<file path="src/verilog/ebm_params.svh">
`ifndef EBM_PARAMS_SVH
`define EBM_PARAMS_SVH

// Register byte offsets on the AXI4-Lite slave.
`define EBM_OFF_DRIVE 8'h00
`define EBM_OFF_STRETCH 8'h04
`define EBM_OFF_RSVD 8'h08
`define EBM_OFF_INTCTRL 8'h0c
`define EBM_OFF_PDATA 8'h10
`define EBM_OFF_PDIR 8'h14
`define EBM_OFF_CONFIG 8'h18
`define EBM_OFF_STATUS 8'h1c

// Field positions.
`define EBM_BIT_DRV_UPPER 7
`define EBM_BIT_DRV_CTRL 4
`define EBM_BIT_DRV_LOWD 1
`define EBM_BIT_DRV_HIGHD 0
`define EBM_DRIVE_MASK 8'h93
`define EBM_BIT_STRETCH 0
`define EBM_BIT_EDGE 7
`define EBM_BIT_CONNECT 6
`define EBM_BIT_EMUL 0
`define EBM_BIT_PULL 1
`define EBM_BIT_SVC 0
`define EBM_CS_HI 7
`define EBM_CS_LO 6

// Reset values.
`define EBM_RST_BYTE 8'h00

// Bus clock period in system clocks; chip select release lasts a quarter.
`define EBM_BUS_CLOCK_OUT_DIV 4
`define EBM_CS_RELEASE (`EBM_BUS_CLOCK_OUT_DIV / 4)

// AXI responses.
`define EBM_RESP_OKAY 2'b00
`define EBM_RESP_SLVERR 2'b10

`endif

</file>
<file path="src/verilog/ebm_pkg.sv">
`default_nettype none
package ebm_pkg;
  typedef enum logic [2:0] {
    EBM_SPECIAL_SINGLE,
    EBM_EMUL_NARROW,
    EBM_SPECIAL_TEST,
    EBM_EMUL_WIDE,
    EBM_NORMAL_SINGLE,
    EBM_NORMAL_NARROW,
    EBM_PERIPHERAL,
    EBM_NORMAL_WIDE
  } ebm_mode_t;
endpackage
`default_nettype wire

</file>
<file path="src/verilog/ebm_misc_regs.sv">
// Local design decisions: the AXI4-Lite interface to the registers and the placing of the registers.
`timescale 1ns/1ns
`default_nettype none
`include "ebm_params.svh"
module ebm_misc_regs
  import ebm_pkg::*;
(
  input wire logic clk,
  input wire logic rst,
  input wire logic [2:0] modeSel,
  input wire logic [31:0] s_axi_awaddr,
  input wire logic s_axi_awvalid,
  output logic s_axi_awready,
  input wire logic [31:0] s_axi_wdata,
  input wire logic [3:0] s_axi_wstrb,
  input wire logic s_axi_wvalid,
  output logic s_axi_wready,
  output logic [1:0] s_axi_bresp,
  output logic s_axi_bvalid,
  input wire logic s_axi_bready,
  input wire logic [31:0] s_axi_araddr,
  input wire logic s_axi_arvalid,
  output logic s_axi_arready,
  output logic [31:0] s_axi_rdata,
  output logic [1:0] s_axi_rresp,
  output logic s_axi_rvalid,
  input wire logic s_axi_rready,
  input wire logic [7:0] portPinIn,
  input wire logic extIntPin,
  input wire logic pageValid,
  input wire logic [5:0] pageAddr,
  input wire logic emulCsReq,
  input wire logic extCsReq,
  input wire logic stretchedAccess,
  input wire logic internalAccess,
  output logic [7:0] portPinOut,
  output logic [7:0] portPinOe,
  output logic [7:0] portPullEn,
  output logic [3:0] lowDriveSel,
  output logic busClockOut,
  output logic extIntReq,
  output logic extBusCycle
);

  ebm_mode_t mode_q;
  logic [7:0] drive_q, data_q, dir_q;
  logic stretchEn_q, stretchWritten_q, edgeSense_q, edgeWritten_q, connect_q;
  logic emulSel_q, pullEn_q, edgeLatch_q;
  logic [2:0] pinSync_q;
  logic [7:0] portSync1_q, portSync2_q, portSync3_q, portIn_q;
  logic [1:0] divCnt_q;
  logic [7:0] awAddr_q, wData_q;
  logic wLane_q, pinHigh_q;

  // Mode is sampled once after reset release, never under the asynchronous reset.
  logic modeTaken_q;
  always_ff @(posedge clk or posedge rst) begin
    if (rst) begin
      mode_q <= EBM_SPECIAL_SINGLE;
      modeTaken_q <= 1'b0;
    end else if (!modeTaken_q) begin
      mode_q <= ebm_mode_t'(modeSel);
      modeTaken_q <= 1'b1;
    end
  end

  logic singleChip, specialMode, expanded, miscMapped, portMapped, clkHold;
  always_comb begin
    clkHold = stretchEn_q && !singleChip && (stretchedAccess || internalAccess);
    singleChip = (mode_q == EBM_SPECIAL_SINGLE) || (mode_q == EBM_NORMAL_SINGLE);
    specialMode = (mode_q == EBM_SPECIAL_SINGLE) || (mode_q == EBM_SPECIAL_TEST) || (mode_q == EBM_PERIPHERAL);
    expanded = !singleChip && (mode_q != EBM_PERIPHERAL);
    miscMapped = singleChip;
    portMapped = !(emulSel_q && (expanded || mode_q == EBM_PERIPHERAL));
  end

  // Write channel: address and data accepted in either order, one at a time.
  logic doWrite, wEn;
  assign doWrite = !s_axi_awready && !s_axi_wready && !s_axi_bvalid;
  always_ff @(posedge clk or posedge rst) begin
    if (rst) begin
      s_axi_awready <= 1'b1;
      s_axi_wready <= 1'b1;
      awAddr_q <= 8'h00;
      wData_q <= 8'h00;
      wLane_q <= 1'b0;
      s_axi_bvalid <= 1'b0;
      s_axi_bresp <= `EBM_RESP_OKAY;
    end else begin
      if (s_axi_awvalid && s_axi_awready) begin
        s_axi_awready <= 1'b0;
        awAddr_q <= s_axi_awaddr[7:0];
      end
      if (s_axi_wvalid && s_axi_wready) begin
        s_axi_wready <= 1'b0;
        wData_q <= s_axi_wdata[7:0];
        wLane_q <= s_axi_wstrb[0];
      end
      if (doWrite) begin
        s_axi_awready <= 1'b1;
        s_axi_wready <= 1'b1;
        s_axi_bvalid <= 1'b1;
        s_axi_bresp <= writeOk(awAddr_q) ? `EBM_RESP_OKAY : `EBM_RESP_SLVERR;
      end else if (s_axi_bvalid && s_axi_bready) begin
        s_axi_bvalid <= 1'b0;
      end
    end
  end

  // Unmapped or removed locations answer with an error; the access goes external only below the config offset.
  function automatic logic writeOk(input logic [7:0] a);
    case (a)
      `EBM_OFF_DRIVE, `EBM_OFF_STRETCH, `EBM_OFF_RSVD, `EBM_OFF_INTCTRL: writeOk = miscMapped;
      `EBM_OFF_PDATA, `EBM_OFF_PDIR: writeOk = portMapped;
      `EBM_OFF_CONFIG, `EBM_OFF_STATUS: writeOk = 1'b1;
      default: writeOk = 1'b0;
    endcase
  endfunction

  assign wEn = doWrite && wLane_q && writeOk(awAddr_q);
  always_ff @(posedge clk or posedge rst) begin
    if (rst) begin
      extBusCycle <= 1'b0;
    end else begin
      extBusCycle <= (doWrite && !writeOk(awAddr_q) && awAddr_q < `EBM_OFF_CONFIG)
                     || (s_axi_arvalid && s_axi_arready && !writeOk(s_axi_araddr[7:0])
                         && s_axi_araddr[7:0] < `EBM_OFF_CONFIG);
    end
  end

  always_ff @(posedge clk or posedge rst) begin
    if (rst) begin
      drive_q <= `EBM_RST_BYTE;
    end else if (wEn && awAddr_q == `EBM_OFF_DRIVE) begin
      drive_q <= wData_q & `EBM_DRIVE_MASK;
    end
  end

  always_ff @(posedge clk or posedge rst) begin
    if (rst) begin
      stretchEn_q <= 1'b0;
      stretchWritten_q <= 1'b0;
    end else if (wEn && awAddr_q == `EBM_OFF_STRETCH) begin
      stretchWritten_q <= 1'b1;
      if (specialMode || !stretchWritten_q) begin
        stretchEn_q <= wData_q[`EBM_BIT_STRETCH];
      end
    end
  end

  always_ff @(posedge clk or posedge rst) begin
    if (rst) begin
      edgeSense_q <= 1'b0;
      edgeWritten_q <= 1'b0;
      connect_q <= 1'b0;
    end else if (wEn && awAddr_q == `EBM_OFF_INTCTRL) begin
      connect_q <= wData_q[`EBM_BIT_CONNECT];
      edgeWritten_q <= 1'b1;
      if (specialMode || !edgeWritten_q) begin
        edgeSense_q <= wData_q[`EBM_BIT_EDGE];
      end
    end
  end

  always_ff @(posedge clk or posedge rst) begin
    if (rst) begin
      data_q <= `EBM_RST_BYTE;
      dir_q <= `EBM_RST_BYTE;
    end else if (wEn && awAddr_q == `EBM_OFF_PDATA) begin
      data_q <= wData_q;
    end else if (wEn && awAddr_q == `EBM_OFF_PDIR) begin
      dir_q <= wData_q;
    end
  end

  always_ff @(posedge clk or posedge rst) begin
    if (rst) begin
      emulSel_q <= 1'b0;
      pullEn_q <= 1'b0;
    end else if (wEn && awAddr_q == `EBM_OFF_CONFIG) begin
      emulSel_q <= wData_q[`EBM_BIT_EMUL];
      pullEn_q <= wData_q[`EBM_BIT_PULL];
    end
  end

  // Pin inputs cross in by three flops; a change counts when stages two and three agree.
  always_ff @(posedge clk or posedge rst) begin
    if (rst) begin
      pinSync_q <= 3'b111;
      pinHigh_q <= 1'b1;
      portSync1_q <= 8'h00;
      portSync2_q <= 8'h00;
      portSync3_q <= 8'h00;
      portIn_q <= 8'h00;
    end else begin
      pinSync_q <= {pinSync_q[1:0], extIntPin};
      if (pinSync_q[1] == pinSync_q[2]) begin
        pinHigh_q <= pinSync_q[2];
      end
      portSync1_q <= portPinIn;
      portSync2_q <= portSync1_q;
      portSync3_q <= portSync2_q;
      portIn_q <= (portSync2_q & portSync3_q) | (portIn_q & (portSync2_q | portSync3_q));
    end
  end

  logic fallEdge, svcClear;
  assign fallEdge = pinSync_q[1] == pinSync_q[2] && !pinSync_q[2] && pinHigh_q;
  assign svcClear = wEn && awAddr_q == `EBM_OFF_STATUS && wData_q[`EBM_BIT_SVC];

  // Set wins over a service clear in the same cycle.
  always_ff @(posedge clk or posedge rst) begin
    if (rst) begin
      edgeLatch_q <= 1'b0;
    end else if (!connect_q) begin
      edgeLatch_q <= 1'b0;
    end else if (edgeSense_q && fallEdge) begin
      edgeLatch_q <= 1'b1;
    end else if (svcClear) begin
      edgeLatch_q <= 1'b0;
    end
  end

  always_ff @(posedge clk or posedge rst) begin
    if (rst) begin
      extIntReq <= 1'b0;
    end else begin
      extIntReq <= connect_q && (edgeSense_q ? edgeLatch_q : !pinHigh_q);
    end
  end

  // Bus clock: divider, stretched or parked only outside the single-chip modes.
  always_ff @(posedge clk or posedge rst) begin
    if (rst) begin
      divCnt_q <= 2'd0;
      busClockOut <= 1'b0;
    end else begin
      if (!clkHold) begin
        divCnt_q <= divCnt_q + 2'd1;
      end
      if (stretchEn_q && !singleChip && stretchedAccess) begin
        busClockOut <= 1'b1;
      end else if (stretchEn_q && !singleChip && internalAccess) begin
        busClockOut <= 1'b0;
      end else begin
        busClockOut <= divCnt_q[1];
      end
    end
  end

  // Release is decoded at count zero, since the bus clock flop and the pin flop delay alike, so it fills the first half of the low phase.
  logic csRelease;
  assign csRelease = divCnt_q == 2'd0 && !clkHold && !(stretchedAccess && !stretchEn_q);

  generate
    for (genvar gi = 0; gi < 8; gi++) begin : gPin
      logic busOwned, busVal;
      if (gi == `EBM_CS_HI) begin : gEcs
        assign busVal = !emulCsReq || csRelease;
      end else if (gi == `EBM_CS_LO) begin : gXcs
        assign busVal = !extCsReq || csRelease;
      end else begin : gPage
        assign busVal = pageAddr[gi];
      end
      assign busOwned = emulSel_q && !singleChip && (gi >= `EBM_CS_LO || pageValid);
      always_ff @(posedge clk or posedge rst) begin
        if (rst) begin
          portPinOut[gi] <= 1'b0;
          portPinOe[gi] <= 1'b0;
          portPullEn[gi] <= 1'b0;
        end else begin
          portPinOut[gi] <= busOwned ? busVal : data_q[gi];
          portPinOe[gi] <= busOwned || dir_q[gi];
          portPullEn[gi] <= pullEn_q && !(busOwned || dir_q[gi]);
        end
      end
    end
  endgenerate

  always_ff @(posedge clk or posedge rst) begin
    if (rst) begin
      lowDriveSel <= 4'h0;
    end else begin
      lowDriveSel <= {drive_q[`EBM_BIT_DRV_UPPER], drive_q[`EBM_BIT_DRV_CTRL],
                      drive_q[`EBM_BIT_DRV_LOWD], drive_q[`EBM_BIT_DRV_HIGHD]};
    end
  end

  logic [7:0] rdVal;
  always_comb begin
    rdVal = 8'h00;
    case (s_axi_araddr[7:0])
      `EBM_OFF_DRIVE: rdVal = drive_q;
      `EBM_OFF_STRETCH: rdVal = {7'h00, stretchEn_q};
      `EBM_OFF_RSVD: rdVal = 8'h00;
      `EBM_OFF_INTCTRL: rdVal = {edgeSense_q, connect_q, 6'h00};
      `EBM_OFF_PDATA: rdVal = (dir_q & data_q) | (~dir_q & portIn_q);
      `EBM_OFF_PDIR: rdVal = dir_q;
      `EBM_OFF_CONFIG: rdVal = {6'h00, pullEn_q, emulSel_q};
      `EBM_OFF_STATUS: rdVal = {5'h00, mode_q == EBM_NORMAL_SINGLE, pinHigh_q, edgeLatch_q};
      default: rdVal = 8'h00;
    endcase
  end

  always_ff @(posedge clk or posedge rst) begin
    if (rst) begin
      s_axi_arready <= 1'b1;
      s_axi_rvalid <= 1'b0;
      s_axi_rdata <= 32'h0000_0000;
      s_axi_rresp <= `EBM_RESP_OKAY;
    end else if (s_axi_arvalid && s_axi_arready) begin
      s_axi_arready <= 1'b0;
      s_axi_rvalid <= 1'b1;
      s_axi_rdata <= writeOk(s_axi_araddr[7:0]) ? {24'h000000, rdVal} : 32'h0000_0000;
      s_axi_rresp <= writeOk(s_axi_araddr[7:0]) ? `EBM_RESP_OKAY : `EBM_RESP_SLVERR;
    end else if (s_axi_rvalid && s_axi_rready) begin
      s_axi_rvalid <= 1'b0;
      s_axi_arready <= 1'b1;
    end
  end

  chk_reserved_zero: assert property (@(posedge clk) disable iff (rst)
    s_axi_arvalid && s_axi_arready && s_axi_araddr[7:0] == `EBM_OFF_RSVD |=> s_axi_rdata == 32'h0)
    else $error("reserved read not zero");
  chk_stretch_once: assert property (@(posedge clk) disable iff (rst)
    !specialMode && stretchWritten_q && !$past(rst) |=> $stable(stretchEn_q))
    else $error("stretch bit changed after first write");
  chk_edge_once: assert property (@(posedge clk) disable iff (rst)
    !specialMode && edgeWritten_q |=> $stable(edgeSense_q))
    else $error("edge sense changed after first write");
  chk_latch_off: assert property (@(posedge clk) disable iff (rst) !connect_q |=> !edgeLatch_q)
    else $error("edge latch set while disconnected");
  chk_edge_capture: assert property (@(posedge clk) disable iff (rst)
    connect_q && edgeSense_q && fallEdge |=> edgeLatch_q ##1 extIntReq)
    else $error("falling edge not captured");
  chk_dir_oe: assert property (@(posedge clk) disable iff (rst) !emulSel_q |=> portPinOe == $past(dir_q))
    else $error("pin enable does not follow direction");
  chk_single_clk: assert property (@(posedge clk) disable iff (rst)
    singleChip && $past(singleChip) |-> busClockOut == $past(divCnt_q[1]))
    else $error("bus clock not free running in single chip");
  chk_misc_unmap: assert property (@(posedge clk) disable iff (rst)
    s_axi_arvalid && s_axi_arready && !singleChip && s_axi_araddr[7:0] == `EBM_OFF_DRIVE
    |=> s_axi_rresp == `EBM_RESP_SLVERR ##0 extBusCycle)
    else $error("drive register visible in expanded mode");
endmodule
`default_nettype wire

</file>
<file path="config.mk">
export PLATFORM = sky130hd
export DESIGN_NAME = ebm_misc_regs
export DESIGN_NICKNAME = d
export VERILOG_FILES = /design/src/verilog/ebm_pkg.sv /design/src/verilog/ebm_misc_regs.sv
export VERILOG_INCLUDE_DIRS = /design/src /design/src/verilog
export SDC_FILE = /design/constraint.sdc
export NUM_CORES = 1
export LEC_CHECK = 0
export BUFFER_PORTS_ARGS = -buffer_cell sky130_fd_sc_hd__buf_2
export CAP_MARGIN = 40
export CORE_MARGIN = 2
export CORE_UTILIZATION = 30
export DETAILED_ROUTE_END_ITERATION = 6
export PLACE_DENSITY_LB_ADDON = 0.2
export SLEW_MARGIN = 20
export SYNTH_ARGS = -nofsm -noshare
export SYNTH_HDL_FRONTEND = slang
export SYNTH_SLANG_ARGS = --single-unit
</file>
<file path="constraint.sdc">
create_clock -name clk -period 4.5 [get_ports clk]
set_input_delay 0.675 -clock clk [delete_from_list [all_inputs] [get_ports clk]]
set_output_delay 0.675 -clock clk [all_outputs]
set_load 0.1 [all_outputs]
</file>
==> impl_metrics.toml <==
[outcome]
outcome = "finished clean"

[sta]
rsz0062_at_grt = "no"
setup_viol_count_final = 0
tns_ns = 0
fin_crit_ns = 2.29
fmax_mhz = 438
slew_headroom_pct = 46.4
drv_slew = 0
period_share_pct = 50.8
clock_skew_ns = 0.00717
hold_viol = 0
max_slew.worst_pin.slew_ns = 0.799

[detailed_routing]
drtAntennaViolNets = 0
wl_um = 11600
drt_iter0_drc = 176
drc_errors = 0
vias = 3345
drt_first_pass_iters = 5
wl_per_cell_um = 15.6
viasPerCell = 4.49

[setup_path]
path_class = "flip-flop to flip-flop"
crit_arrival_ns = 2.57
r2r_start = "mode_q[1]$_DFFE_PP0N_"
start_kind = "flip-flop"
path_max_fanout = 8
endpoint = "dir_q[0]$_DFFE_PP0P_"
end_kind = "flip-flop"
startpoint = "mode_q[1]$_DFFE_PP0N_"
r2r-end = "dir_q[0]$_DFFE_PP0P_"
worstPathRequired_ns = 4.79
r2r_cells = 5
rrSetupSlack_ns = 2.21

[yosys]
synth-edff-count = 0
synth-main-ff-cell = "dfrtp_1"
synthCells = 394
synth_warnings = 0
synth_most_common_cell = "dfrtp_1"
ys_ff_latch = 133
avgSynthCellArea_um2 = 13.4
ys_seq_area_share_pct = 63.4
synthesis.area_um2 = 5260
ys_top_cells_by_area = "dfrtp_1 (60%), mux2_2 (9.2%), buf_4 (3.7%), dfstp_2 (3.5%), o21ai_0 (2.5%)"
ys_top_cells_by_count = "dfrtp_1 (126), mux2_2 (43), buf_4 (26), o21ai_0 (26), nand2_1 (23)"
async_flop_share_pct = 100
synth_top_cell_by_area = "dfrtp_1"
ys_types = 53
synth_largest_type_area_fraction_pct = 59.9

[global_route]
use_met1_pct = 18.4
grt_use_met2_pct = 20.2
grt_pass1_vias = 3396
grt_util_all_layers_pct = 13.3
use_met3_pct = 3.24
antenna_found_initial = 0
busiest_layer = "met2"
grt_pass1_wl_um = 18400
grt_max_degree = 54
grt_overflow = 0

[clock_network]
numCtsBuffers = 17
postCtsHoldBufs = 0
cts_tree = "built"
cts_resized = 0
clock-sinks = 133
path_clk_slew_ns = 0.05
htreeDepth = 4
insertion_delay_ns = 0.41
post_cts_buffers = 0
cts_max_path_buffers = 2
root_buffer = "clkbuf_16"

[floorplan]
die_x_um = 136
core_um2 = 17200
initial_utilization_pct = 30.5
io_pins = 202
die_h_um = 136
rows = 48
die_area_um2 = 18600

[cells_and_area]
num_antenna_cells = 0
drive_above_1_share_pct = 37.9
area_delta_synth_final_pct = 23.7
finish.utilization_pct = 37.8
nNetsFinal = 639
design_area_um2 = 6510

[worst_hold_path]
hold_class = "input port to async pin"

[pwr]
ir_drop_v = 0.000512
powerDensity_nw_per_um2 = 614
leakage_nw = 3.26

[placement]
dpl_cell_area_um2 = 5940
place_hpwl_um = 8570
portBuffers = 100
place.gp.congestion = 0.783

[job]
maxCapViolCount = 0
==> cell usage in the layout (no fill, tap or decap), types with 3 or more instances in the layout <==
cell type	instances
a22o_1	7
nand2b_1	14
nor2_1	22
mux2_4	8
conb_1	27
dfrtp_1	126
nand3_1	3
nand4_1	3
buf_2	100
dfstp_2	7
o21ai_0	26
nor3_1	3
nand2_1	23
clkbuf_1	8
a32o_1	3
clkinv_2	3
maj3_1	8
mux2_2	43
a21oi_1	6
mux2i_1	4
inv_1	14
clkbuf_16	17
==> final cells by class <==
class	count	area (µm²)
fill	1687	10700
sequential	133	3340
multi-input combinational	237	1730
timing repair buffer	103	541
clock buffer	27	483
tap	225	282
clock inverter	5	75.1
inverter	15	61.3
==> how the worst min path moves through the flow <==
stage	start	end	slack, ns	cells after the start
finish	rst	portSync1_q[1]$_DFF_PP0_	0.31	2
global route	rst	portSync1_q[1]$_DFF_PP0_	0.33	2
CTS	rst	portSync1_q[1]$_DFF_PP0_	0.30	2
detailed placement	portSync1_q[4]$_DFF_PP0_	portSync2_q[4]$_DFF_PP0_	0.33	0
global placement	portSync1_q[2]$_DFF_PP0_	portSync2_q[2]$_DFF_PP0_	0.34	0
floorplan	portSync1_q[0]$_DFF_PP0_	portSync2_q[0]$_DFF_PP0_	0.33	0
==> metrics by stage <==
stage	power (mW)	hold WS [ns]	std cells	setup slack, ns
floorplan	2.48	0.331	419	0.282
CTS	4.05	0.303	744	1.98
global route	4.19	0.330	745	2.09
detailed placement	2.72	0.335	712	2.00
global placement	2.68	0.337	711	2.01
finish	4.00	0.306	745	2.21
==> sequential cells by signal, indices dropped and copies added (netlist names), 2 cells and up <==
name	cells
portIn_q	8
drive_q	4
data_q	8
mode_q	3
portSync1_q	8
pinSync_q	3
portPullEn	8
lowDriveSel	4
awAddr_q	8
portPinOe	8
divCnt_q	2
wData_q	8
dir_q	8
portSync2_q	8
s_axi_rdata	8
portPinOut	8
portSync3_q	8
==> worst max-delay path, cell delays in order, from the launching register on <==
cell and delay [ns]:
dfrtp_1 0.47, o21ai_0 0.36, clkbuf_2 0.23, nand2_1 0.07, nor3_2 0.61, mux2_2 0.41
==> logic make-up after synthesis <==
group           count (synthesis)  share of synthesized area [%]
flops                         133                           63.4
buf+inv                        49                           5.49
fa+ha+maj                      10                           2.00
other cells                     2                          0.143
xor+xnor                        1                          0.166
compound gates                 58                           7.52
simple gates                   86                           9.01
mux                            55                           12.2
==> power breakdown <==
group | internal [mW] | switching [mW] | total [mW]
Clock | 0.842 | 0.468 | 1.31
Sequential | 1.41 | 0.191 | 1.60
Combinational | 0.257 | 0.826 | 1.08
==> layer usage <==
layer,vias to the layer above,share of wire (%)
met5,-,0
met2,114,47
met3,11,5.1
met1,1663,46
li1,1557,-
met4,0,1.3
(Power assumes the default switching activity.)
